===== config.mk =====
export PLATFORM = sky130hd
export DESIGN_NAME = hderr_report
export DESIGN_NICKNAME = d
export VERILOG_FILES = /design/src/inc/hderr_pkg.sv /design/src/hderr_report.sv
export VERILOG_INCLUDE_DIRS = /design/src /design/src/inc
export SDC_FILE = /design/constraint.sdc
export NUM_CORES = 1
export LEC_CHECK = 0
export ABC_AREA = 1
export BUFFER_PORTS_ARGS = -buffer_cell sky130_fd_sc_hd__buf_2
export CAP_MARGIN = 20
export CORE_UTILIZATION = 51
export DETAILED_ROUTE_END_ITERATION = 10
export PLACE_DENSITY = 0.83
export SLEW_MARGIN = 15
export SYNTH_ARGS = -nofsm -noshare
export SYNTH_HDL_FRONTEND = slang
export SYNTH_SLANG_ARGS = --single-unit

===== constraint.sdc =====
create_clock -name core_clk -period 4.1 [get_ports core_clk]
set_clock_uncertainty 0.2 [all_clocks]
set_input_delay 0.41 -clock core_clk [delete_from_list [all_inputs] [get_ports core_clk]]
set_output_delay 0.41 -clock core_clk [all_outputs]
set_load 0.02 [all_outputs]

===== src/inc/hderr_consts.svh =====
// Behaviour
// - channelized port reports code 8 when receive out-of-frame input asserts.
// - frame closed by aligned flag with bad checksum reports code 9 in bits 19:16.
// - payload not a whole number of octets after zero removal reports code 10.
// - when code 10 is reported the same message never also reports code 9.
// - message ended by seven ones abort instead of flag reports code 11.
// - over-length message stops, is not transferred, and reports code 12.
// - message no longer than checksum bits is not transferred, reports code 13.
// - signalling mode reports code 14 when error count rises past threshold.
// - parity error in a receiving bus data phase reports code 15.
// - the bus system-error signal is ignored and raises nothing.
// - parity interrupt suppressed when parity error response bit is zero or mask bit 7 is zero.
// - descriptor bit 15 is the lost flag, one means conditions were dropped.
// - on queue overflow new descriptors drop and last queued gets lost flag.
// - setting the lost flag changes no other descriptor field.
// - error field zero means the descriptor carries no error.
`ifndef HDERR_CONSTS_SVH
`define HDERR_CONSTS_SVH
`define HDERR_ERR_LSB      16
`define HDERR_ERR_MSB      19
`define HDERR_LOST_BIT     15
`define HDERR_REG_STATUS   8'h00
`define HDERR_REG_MASK     8'h04
`define HDERR_REG_CTRL     8'h08
`define HDERR_REG_THRESH   8'h0C
`define HDERR_REG_QCOUNT   8'h10
`define HDERR_CTRL_MEM_PROTECT_VIOLATION    0
`define HDERR_CTRL_CHAN    1
`define HDERR_CTRL_SS7     2
`define HDERR_THRESH_RST   8'h40
`endif


===== src/inc/hderr_pkg.sv =====
package hderr_pkg;
	typedef enum logic [3:0] {
		HDERR_NONE  = 4'h0,
		HDERR_MEM_PROTECT_VIOLATION  = 4'h4,
		HDERR_OOF   = 4'h8,
		HDERR_CHK   = 4'h9,
		HDERR_ALIGN = 4'hA,
		HDERR_ABORT = 4'hB,
		HDERR_LONG  = 4'hC,
		HDERR_SHORT = 4'hD,
		HDERR_RATE  = 4'hE,
		HDERR_PAR   = 4'hF
	} hderr_code_t;
	typedef enum logic [0:0] {HDERR_IDLE, HDERR_SEND} hderr_state_t;
endpackage


===== src/hderr_report.sv =====
`timescale 1ns/10ps
`include "hderr_consts.svh"
module hderr_report #(
	parameter int DEPTH = 8,
	parameter int EVW   = 8
) (
	// clock and reset
	input  wire logic               core_clk,
	input  wire logic               rstn,
	// register port
	input  wire logic [7:0]         reg_addr,
	input  wire logic [31:0]        reg_wdata,
	input  wire logic               reg_wr,
	input  wire logic               reg_rd,
	output logic      [31:0]        reg_rdata,
	output logic                    irq,
	// memory protection
	input  wire logic               dma_req,
	input  wire logic [31:0]        dma_addr,
	input  wire logic [31:0]        mem_protect_violation_lo,
	input  wire logic [31:0]        mem_protect_violation_hi,
	output logic                    dma_go,
	// receive frame status; out-of-frame is a level, the rest is sampled on the msg_end pulse
	input  wire logic               rx_frame_loss_input,
	input  wire logic               msg_end,
	input  wire logic               end_flag,
	input  wire logic               end_abort,
	input  wire logic               chk_bad,
	input  wire logic [2:0]         bit_rem,
	input  wire logic [14:0]        msg_bits,
	input  wire logic [14:0]        max_bits,
	input  wire logic               chk32,
	output logic                    rx_drop,
	// signalling monitor, parity
	input  wire logic [7:0]         signal_unit_error_count,
	input  wire logic               par_err_rx,
	input  wire logic               serr_n,
	input  wire logic               par_resp_en,
	// descriptor output to bus master
	output logic                    desc_valid,
	output logic      [31:0]        desc_data,
	input  wire logic               desc_ready
);
	// the event vector is laid out for eight status bits only
	generate
		if (DEPTH < 2 || DEPTH > 64 || EVW != 8) begin : g_bad_param
			$error("hderr_report: unsupported parameters");
		end
	endgenerate
	localparam int AW = $clog2(DEPTH);
	////////////////////////////////////////////////////////////////////
	logic [31:0] ctrl_r, thresh_r;
	logic [7:0]  stat_r, mask_r;
	logic [7:0]  ev;
	logic        mem_protect_violation_bad, rate_nxt, rate_prev_r, rx_bad_len;
	logic        oof_prev_r, oof_rise, rate_rise, hi_ev;
	logic [14:0] short_lim;
	hderr_pkg::hderr_code_t code;
	// serr_n is deliberately unused: system error raises nothing
	assign mem_protect_violation_bad = ctrl_r[`HDERR_CTRL_MEM_PROTECT_VIOLATION] && dma_req &&
		(dma_addr < mem_protect_violation_lo || dma_addr > mem_protect_violation_hi);
	assign rate_nxt = ctrl_r[`HDERR_CTRL_SS7] &&
		(signal_unit_error_count > thresh_r[7:0]);
	assign rate_rise = rate_nxt && !rate_prev_r;
	// out-of-frame is a level; only its assertion is an event, otherwise
	// a long loss of frame would flood the queue
	assign oof_rise = rx_frame_loss_input && !oof_prev_r;
	// short limit is the checksum width in bits
	assign short_lim = chk32 ? 15'h0020 : 15'h0010;
	assign hi_ev = (par_err_rx && par_resp_en) || mem_protect_violation_bad ||
		(oof_rise && ctrl_r[`HDERR_CTRL_CHAN]) || rate_rise;
	////////////////////////////////////////////////////////////////////
	// classify one event per cycle, most severe first
	always_comb begin
		code = hderr_pkg::HDERR_NONE;
		if (par_err_rx && par_resp_en)
			code = hderr_pkg::HDERR_PAR;
		else if (mem_protect_violation_bad)
			code = hderr_pkg::HDERR_MEM_PROTECT_VIOLATION;
		else if (oof_rise && ctrl_r[`HDERR_CTRL_CHAN])
			code = hderr_pkg::HDERR_OOF;
		else if (rate_rise)
			code = hderr_pkg::HDERR_RATE;
		else if (msg_end) begin
			if (msg_bits > max_bits)
				code = hderr_pkg::HDERR_LONG;
			else if (msg_bits <= short_lim)
				code = hderr_pkg::HDERR_SHORT;
			else if (end_abort)
				code = hderr_pkg::HDERR_ABORT;
			else if (bit_rem != 3'h0)
				code = hderr_pkg::HDERR_ALIGN;
			else if (end_flag && chk_bad)
				code = hderr_pkg::HDERR_CHK;
		end
	end
	assign rx_bad_len = msg_end && (msg_bits > max_bits ||
		msg_bits <= short_lim);
	// one status bit per event class, except long and short which share ev[3]
	assign ev[7] = code == hderr_pkg::HDERR_PAR;
	assign ev[6] = code == hderr_pkg::HDERR_MEM_PROTECT_VIOLATION;
	assign ev[5] = code == hderr_pkg::HDERR_OOF;
	assign ev[4] = code == hderr_pkg::HDERR_RATE;
	assign ev[3] = code == hderr_pkg::HDERR_LONG ||
		code == hderr_pkg::HDERR_SHORT;
	assign ev[2] = code == hderr_pkg::HDERR_ABORT;
	assign ev[1] = code == hderr_pkg::HDERR_ALIGN;
	assign ev[0] = code == hderr_pkg::HDERR_CHK;
	always_ff @(posedge core_clk or negedge rstn) begin
		if (!rstn) begin
			dma_go <= 1'b0;
			rx_drop <= 1'b0;
			rate_prev_r <= 1'b0;
			oof_prev_r <= 1'b0;
		end else begin
			dma_go <= dma_req && !mem_protect_violation_bad;
			rx_drop <= rx_bad_len;
			rate_prev_r <= rate_nxt;
			// reset value matches the idle pin, so no false edge
			oof_prev_r <= rx_frame_loss_input;
		end
	end
	////////////////////////////////////////////////////////////////////
	// classification checks
	chk_oof_edge: assert property (@(posedge core_clk) disable iff (!rstn)
		rx_frame_loss_input && $past(rx_frame_loss_input)
		|-> code != hderr_pkg::HDERR_OOF)
		else $error("out of frame reported twice for one assertion");
	chk_oof_mode: assert property (@(posedge core_clk) disable iff (!rstn)
		!ctrl_r[`HDERR_CTRL_CHAN] |-> code != hderr_pkg::HDERR_OOF)
		else $error("out of frame reported outside channelized mode");
	chk_rate_mode: assert property (@(posedge core_clk) disable iff (!rstn)
		!ctrl_r[`HDERR_CTRL_SS7] |-> code != hderr_pkg::HDERR_RATE)
		else $error("rate alarm outside signalling mode");
	chk_mem_protect_violation_mode: assert property (@(posedge core_clk) disable iff (!rstn)
		!ctrl_r[`HDERR_CTRL_MEM_PROTECT_VIOLATION] |-> code != hderr_pkg::HDERR_MEM_PROTECT_VIOLATION)
		else $error("protection fault while protection off");
	chk_short_drop: assert property (@(posedge core_clk) disable iff (!rstn)
		msg_end && msg_bits <= short_lim |=> rx_drop)
		else $error("short message not dropped");
	chk_abort_code: assert property (@(posedge core_clk) disable iff (!rstn)
		msg_end && !hi_ev && msg_bits <= max_bits &&
		msg_bits > short_lim && end_abort
		|-> code == hderr_pkg::HDERR_ABORT)
		else $error("abort not reported");
	chk_align_code: assert property (@(posedge core_clk) disable iff (!rstn)
		msg_end && !hi_ev && msg_bits <= max_bits &&
		msg_bits > short_lim && !end_abort && bit_rem != 3'h0
		|-> code == hderr_pkg::HDERR_ALIGN)
		else $error("alignment error not reported");
	chk_fcs_code: assert property (@(posedge core_clk) disable iff (!rstn)
		msg_end && !hi_ev && msg_bits <= max_bits &&
		msg_bits > short_lim && !end_abort && bit_rem == 3'h0 &&
		end_flag && chk_bad
		|-> code == hderr_pkg::HDERR_CHK)
		else $error("checksum error not reported");
	chk_serr_quiet: assert property (@(posedge core_clk) disable iff (!rstn)
		!serr_n && !hi_ev && !msg_end |-> code == hderr_pkg::HDERR_NONE)
		else $error("system error raised an event");
	////////////////////////////////////////////////////////////////////
	// internal descriptor queue
	logic [31:0] q_r [DEPTH];
	logic [AW-1:0] wp_r, rp_r;
	logic [AW:0]   cnt_r;
	logic [AW-1:0] last_idx;
	logic          full, push, pop;
	assign full = cnt_r == (AW+1)'(DEPTH);
	assign push = code != hderr_pkg::HDERR_NONE;
	assign pop  = desc_valid && desc_ready;
	// newest entry still queued; the one on desc_data is already out
	assign last_idx = (wp_r == '0) ? AW'(DEPTH-1) : wp_r - 1'b1;
	// entry storage, one slot per generate pass
	for (genvar k = 0; k < DEPTH; k++) begin : g_entry
		always_ff @(posedge core_clk) begin
			if (push && !full && wp_r == AW'(k))
				q_r[k] <= {12'h000, code, 16'h0000};
			else if (push && full && last_idx == AW'(k))
				// only bit 15 is touched; code field kept
				q_r[k][`HDERR_LOST_BIT] <= 1'b1;
		end
	end
	always_ff @(posedge core_clk or negedge rstn) begin
		if (!rstn) begin
			wp_r <= '0;
			rp_r <= '0;
			cnt_r <= '0;
			desc_valid <= 1'b0;
			desc_data <= 32'h0000_0000;
		end else begin
			// a full queue drops the new event
			if (push && !full) begin
				wp_r <= (wp_r == AW'(DEPTH-1)) ? '0 : wp_r + 1'b1;
			end
			if (!desc_valid && cnt_r != '0) begin
				desc_valid <= 1'b1;
				desc_data <= q_r[rp_r];
				rp_r <= (rp_r == AW'(DEPTH-1)) ? '0 : rp_r + 1'b1;
			end else if (pop) begin
				desc_valid <= 1'b0;
			end
			cnt_r <= cnt_r + (AW+1)'(push && !full)
				- (AW+1)'(!desc_valid && cnt_r != '0);
		end
	end
	////////////////////////////////////////////////////////////////////
	// registers and interrupt
	always_ff @(posedge core_clk or negedge rstn) begin
		if (!rstn) begin
			stat_r <= 8'h00;
			mask_r <= 8'h00;
			ctrl_r <= 32'h0000_0000;
			thresh_r <= {24'h000000, `HDERR_THRESH_RST};
			reg_rdata <= 32'h0000_0000;
			irq <= 1'b0;
		end else begin
			// set wins over write-one-to-clear
			stat_r <= (stat_r & ~((reg_wr && reg_addr == `HDERR_REG_STATUS)
				? reg_wdata[7:0] : 8'h00)) | ev;
			if (reg_wr && reg_addr == `HDERR_REG_MASK)
				mask_r <= reg_wdata[7:0];
			if (reg_wr && reg_addr == `HDERR_REG_CTRL)
				ctrl_r <= {29'h0, reg_wdata[2:0]};
			if (reg_wr && reg_addr == `HDERR_REG_THRESH)
				thresh_r <= {24'h000000, reg_wdata[7:0]};
			irq <= |(stat_r & mask_r);
			reg_rdata <= 32'h0000_0000;
			if (reg_rd) begin
				case (reg_addr)
					`HDERR_REG_STATUS: reg_rdata <= {24'h0, stat_r};
					`HDERR_REG_MASK:   reg_rdata <= {24'h0, mask_r};
					`HDERR_REG_CTRL:   reg_rdata <= ctrl_r;
					`HDERR_REG_THRESH: reg_rdata <= thresh_r;
					`HDERR_REG_QCOUNT: reg_rdata <= 32'(cnt_r);
					default:           reg_rdata <= 32'h0000_0000;
				endcase
			end
		end
	end
	////////////////////////////////////////////////////////////////////
	chk_align_no_chk: assert property (@(posedge core_clk) disable iff (!rstn)
		msg_end && bit_rem != 3'h0 |-> code != hderr_pkg::HDERR_CHK)
		else $error("checksum code raised with alignment error");
	chk_no_reserved: assert property (@(posedge core_clk) disable iff (!rstn)
		!(code inside {4'h5, 4'h6, 4'h7}))
		else $error("reserved error code emitted");
	chk_mem_protect_violation_block: assert property (@(posedge core_clk) disable iff (!rstn)
		mem_protect_violation_bad |=> !dma_go)
		else $error("protected access not blocked");
	chk_par_code: assert property (@(posedge core_clk) disable iff (!rstn)
		par_err_rx && par_resp_en |-> ev[7])
		else $error("parity error not reported");
	chk_par_mask: assert property (@(posedge core_clk) disable iff (!rstn)
		!par_resp_en |-> !ev[7])
		else $error("parity reported while response off");
	chk_long_drop: assert property (@(posedge core_clk) disable iff (!rstn)
		msg_end && msg_bits > max_bits |=> rx_drop)
		else $error("long message not dropped");
	chk_desc_fields: assert property (@(posedge core_clk) disable iff (!rstn)
		desc_valid |-> desc_data[31:20] == 12'h000 &&
		desc_data[14:0] == 15'h0000)
		else $error("descriptor field other than code or flag set");
	chk_desc_code: assert property (@(posedge core_clk) disable iff (!rstn)
		desc_valid |-> desc_data[19:16] != 4'h0)
		else $error("descriptor queued without an error code");
	chk_oof_code: assert property (@(posedge core_clk) disable iff (!rstn)
		oof_rise && ctrl_r[1] && !par_err_rx && !mem_protect_violation_bad
		|-> code == hderr_pkg::HDERR_OOF)
		else $error("out of frame not reported");
	chk_queue_bound: assert property (@(posedge core_clk) disable iff (!rstn)
		full && push |=> cnt_r <= (AW+1)'(DEPTH))
		else $error("queue overflowed");
endmodule


==> reports/qor.json <==
{
  "route": {
    "drt-initial-drc-count": 470,
    "vias_per_cell": 5.027,
    "detailed_route_via_count": 6424,
    "ant_nets": 0,
    "drc": 0,
    "routed_wirelength_um": 16680,
    "avgRoutedWirePerCell_um": 13.05,
    "drtPass1Iterations": 5
  },
  "finish": {
    "post-route-cell-area_um2": 8551,
    "drive_gt1_share_pct": 20.49,
    "final_net_count": 1390,
    "post_layout_nonfiller_instances": 1278,
    "fillCellCount": 1211,
    "final-seq-area_um2": 2594,
    "multi_input_comb_area_um2": 3790,
    "antenna-diode-count": 0,
    "area_growth_syn_to_layout_pct": 16.96
  },
  "power_and_ir_drop": {
    "pwr-share-clk_pct": 24.6,
    "power.ir.vdd_worst_mv": 0.2882,
    "totalPowerFinal_uw": 3482,
    "net-switching-power_uw": 1324,
    "switching_share_pct": 38.02,
    "p_comb_share_pct": 36.2,
    "seqPwrFrac_pct": 39.2,
    "p_int_uw": 2158,
    "p_leak_uw": 0.004871,
    "power.density_cell_area_nw_per_um2": 407.2
  },
  "global_routing": {
    "largest_net_degree_at_the_start_of_global_routing": 40,
    "grt_first_pass_wirelength_um": 27750,
    "groute.usage.overall_pct": 23.98,
    "grt_remaining_overflow": 0,
    "number_of_antenna_violations_at_the_first_check_in_global_routing": 0,
    "first_global_vias": 6217
  },
  "worst_setup_path": {
    "timing_worst_setup_path_type": "register to register",
    "largest_incremental_delay_on_the_critical_path_ps": 530,
    "timing.reg2reg.worst_path_depth": 16,
    "critical_path_depth": 16,
    "critical_path_buf_inv_count": 2,
    "worstSetupStartpointType": "register",
    "critPathTopFamily": "adder cells",
    "cp.arrival_ps": 3560,
    "cp_slowest_cell": "dfstp_2",
    "crit_chain": "inv_1 -> ha_1 -> nand3_1 -> nor2_1 -> o21ai_1 -> o211ai_1 -> nand3_2 -> nand2_4 -> nand2_4 -> nand4_4 -> nand2_4 -> ha_1 -> inv_1 -> ha_1 -> fa_1 -> xor2_1",
    "timing.rr.start": "thresh_r[6]$_DFFE_PN1P_",
    "path_max_fanout": 15,
    "worst_ep_required_time_ps": 4140,
    "worst_setup_path_startpoint": "thresh_r[6]$_DFFE_PN1P_",
    "capturing_element_type_of_the_critical_path": "register"
  },
  "clocking": {
    "post-cts-setup-buffer-count": 0,
    "path_clk_slew_ps": 70,
    "tritoncts_num_sinks": 96,
    "cts_tree": "yes",
    "h_tree_levels": 3,
    "cts-root-to-sink-buffers": 2,
    "cell_at_the_root_of_the_clock_tree": "clkbuf_16",
    "numCtsBuffers": 9,
    "clk_latency_ps": 350
  },
  "sta": {
    "setup_viol_count_final": 0,
    "final_hold_violation_count": 0,
    "post-route-period-util_pct": 85.77,
    "finalWorstPathRequiredPeriod_ps": 3517,
    "setup_total_negative_slack_ps": 0,
    "max_clock_freq_ghz": 0.2844,
    "setup_repair_after_global_routing_missed_its_margin": "false",
    "drv_slew": 0,
    "tightest_slew_ps": 859.0,
    "maxSlewHeadroom_pct": 42.73
  },
  "logic_synthesis": {
    "synthesis.area_per_instance_um2": 8.069,
    "mappedNetlistArea_um2": 7311,
    "yosys_most_used_dff": "dfrtp_1",
    "post_synth_num_cell_types": 48,
    "postSynth.asyncResetShare_pct": 58.33,
    "synth_seq_cells": 96,
    "yosysSeqAreaShare_pct": 35.48,
    "post_synth_inst_count": 906,
    "ys.warnings.count": 0,
    "synth_enable_flop_cells": 39
  },
  "job": {
    "max_cap_viol_count": 0
  },
  "floorplan": {
    "die_area_um2": 14820,
    "core_area_um2": 13930,
    "start_util_pct": 52.46,
    "die-height_um": 121.7,
    "floorplan.rows": 43,
    "i_o_pins": 260,
    "die_width_um": 121.7
  },
  "placed_design": {
    "dp_cells": 1260,
    "place.gp.congestion": 0.8650,
    "hpwl_um": 13170,
    "dpl-instance-area_um2": 8227,
    "portBuffers": 183
  },
  "hold_path": {
    "timing.hold.worst.start": "desc_ready",
    "worst_hold_path_type": "primary input to register",
    "worst_hold_path.num_cells": 2
  },
  "run_status": {
    "result_of_the_run": "complete, no violations"
  }
}
-- final cells by class --
class | instances | share of cell area (%)
flip-flops and latches | 96 | 30.33
inverters | 183 | 8.033
repair buffers | 187 | 11.12
clock inverters | 7 | 0.9219
clock buffers | 9 | 2.634
multi-input cells | 616 | 44.32
well taps | 180 | 2.634
-- worst register-to-register path, cell delays in order (launching register included) --
cell and delay, ps:
dfstp_2 530, inv_1 60, ha_1 290, nand3_1 110, nor2_1 110, o21ai_1 80
o211ai_1 140, nand3_2 220, nand2_4 180, nand2_4 80, nand4_4 210, nand2_4 120
ha_1 310, inv_1 50, ha_1 200, fa_1 380, xor2_1 150
-- placed cells by master, fill, tap and decap left out, drive strengths merged, types with 20 or more instances in the layout --
master,Yosys,layout
o21ai,59,59
nor2,59,59
buf,53,185
inv,183,185
dfrtp,55,55
nand3,20,20
a21oi,44,44
nand2,200,200
edfxtp,39,39
ha,104,104
conb,1,51
nand4,20,20
-- through the flow --
stage	worst slack (ps)	hold slack (ps)	utilization [%]
2_1_floorplan	1059	-85.59	-
3_3_place_gp	737.6	238.5	59.04
3_5_place_dp	640.3	242.4	59.04
4_1_cts	576.8	23.08	61.36
5_1_grt	423.0	25.41	61.36
6_report	583.3	33.03	61.36
-- synthesized netlist by cell type (all sizes together) (2+ instances only) --
cell / instances / area [µm²]
nand2: 200 / 790.8
o32ai: 5 / 43.79
o221ai: 5 / 43.79
edfxtp: 39 / 1171
o211ai: 9 / 67.56
a31oi: 2 / 12.51
nor3: 8 / 40.04
inv: 183 / 686.9
dfrtp: 55 / 1376
nor2: 59 / 250.2
clkbuf: 8 / 30.03
o22ai: 5 / 31.28
a221oi: 4 / 35.03
ha: 104 / 1301
nand4: 20 / 140.1
mux2i: 5 / 50.05
nand3: 20 / 115.1
o21ai: 59 / 295.3
a21oi: 44 / 220.2
nor4: 4 / 40.04
buf: 53 / 397.9
-- power groups by stage --
| stage | clock network (µW) | logic [µW] | registers [µW] |
|---|---|---|---|
| 6_report | 857 | 1260 | 1370 |
| 3_5_place_dp | 0 | 1240 | 1380 |
| 4_1_cts | 864 | 1270 | 1360 |
| 5_1_grt | 895 | 1440 | 1390 |
| 3_3_place_gp | 0 | 1170 | 1370 |
| 2_1_floorplan | 0 | 905 | 1350 |
-- path summary, 6_finish.rpt --
path                            slack [ps]                      to
worst max-delay path                   580      cnt_r[2]$_DFF_PN0_
worst min-delay path                    30  desc_valid$_DFFE_PN0P_
worst max register to register         580      cnt_r[2]$_DFF_PN0_
worst min register to register         260       q_r[4][0]$_DFF_P_
max in group asynchronous             2420   ctrl_r[0]$_DFFE_PN0P_
min in group asynchronous              510           irq$_DFF_PN0_
-- cell families after synthesis --
logic type / after synthesis / share of synthesized area, %
fa+ha+maj: 105 / 18.07
simple gates: 315 / 19.44
buf+inv: 244 / 15.25
compound gates: 138 / 10.78
xor+xnor: 2 / 0.2396
flops: 96 / 35.48
mux: 5 / 0.6846
other cells: 1 / 0.05129
-- flip-flops by register name (all words and copies together) (netlist names) --
| register | flops |
|---|---|
| wp_r | 3 |
| rp_r | 3 |
| oof_prev_r | 1 |
| rate_prev_r | 1 |
| stat_r | 8 |
| thresh_r | 8 |
| rx_drop | 1 |
| q_r | 40 |
| ctrl_r | 3 |
| mask_r | 8 |
| dma_go | 1 |
| reg_rdata | 8 |
| cnt_r | 4 |
| desc_data | 5 |
| irq | 1 |
| desc_valid | 1 |
-- routing by layer --
metal	up-vias	routed length [µm]	global-route usage, %	share of wire [%]
met2	269	8187	42.19	49
li1	3232	-	-	-
met4	0	530	10.73	3.2
met1	2881	6794	27.90	41
met5	-	0	0	0
met3	42	1173	5.103	7.0
-- repair_timing --
item / CTS / global route
hold endpoints to repair: 38 / 0
gates resized for setup: 0 / 0
hold buffers: 2 / 0
Power figures use the tool's default switching activity.
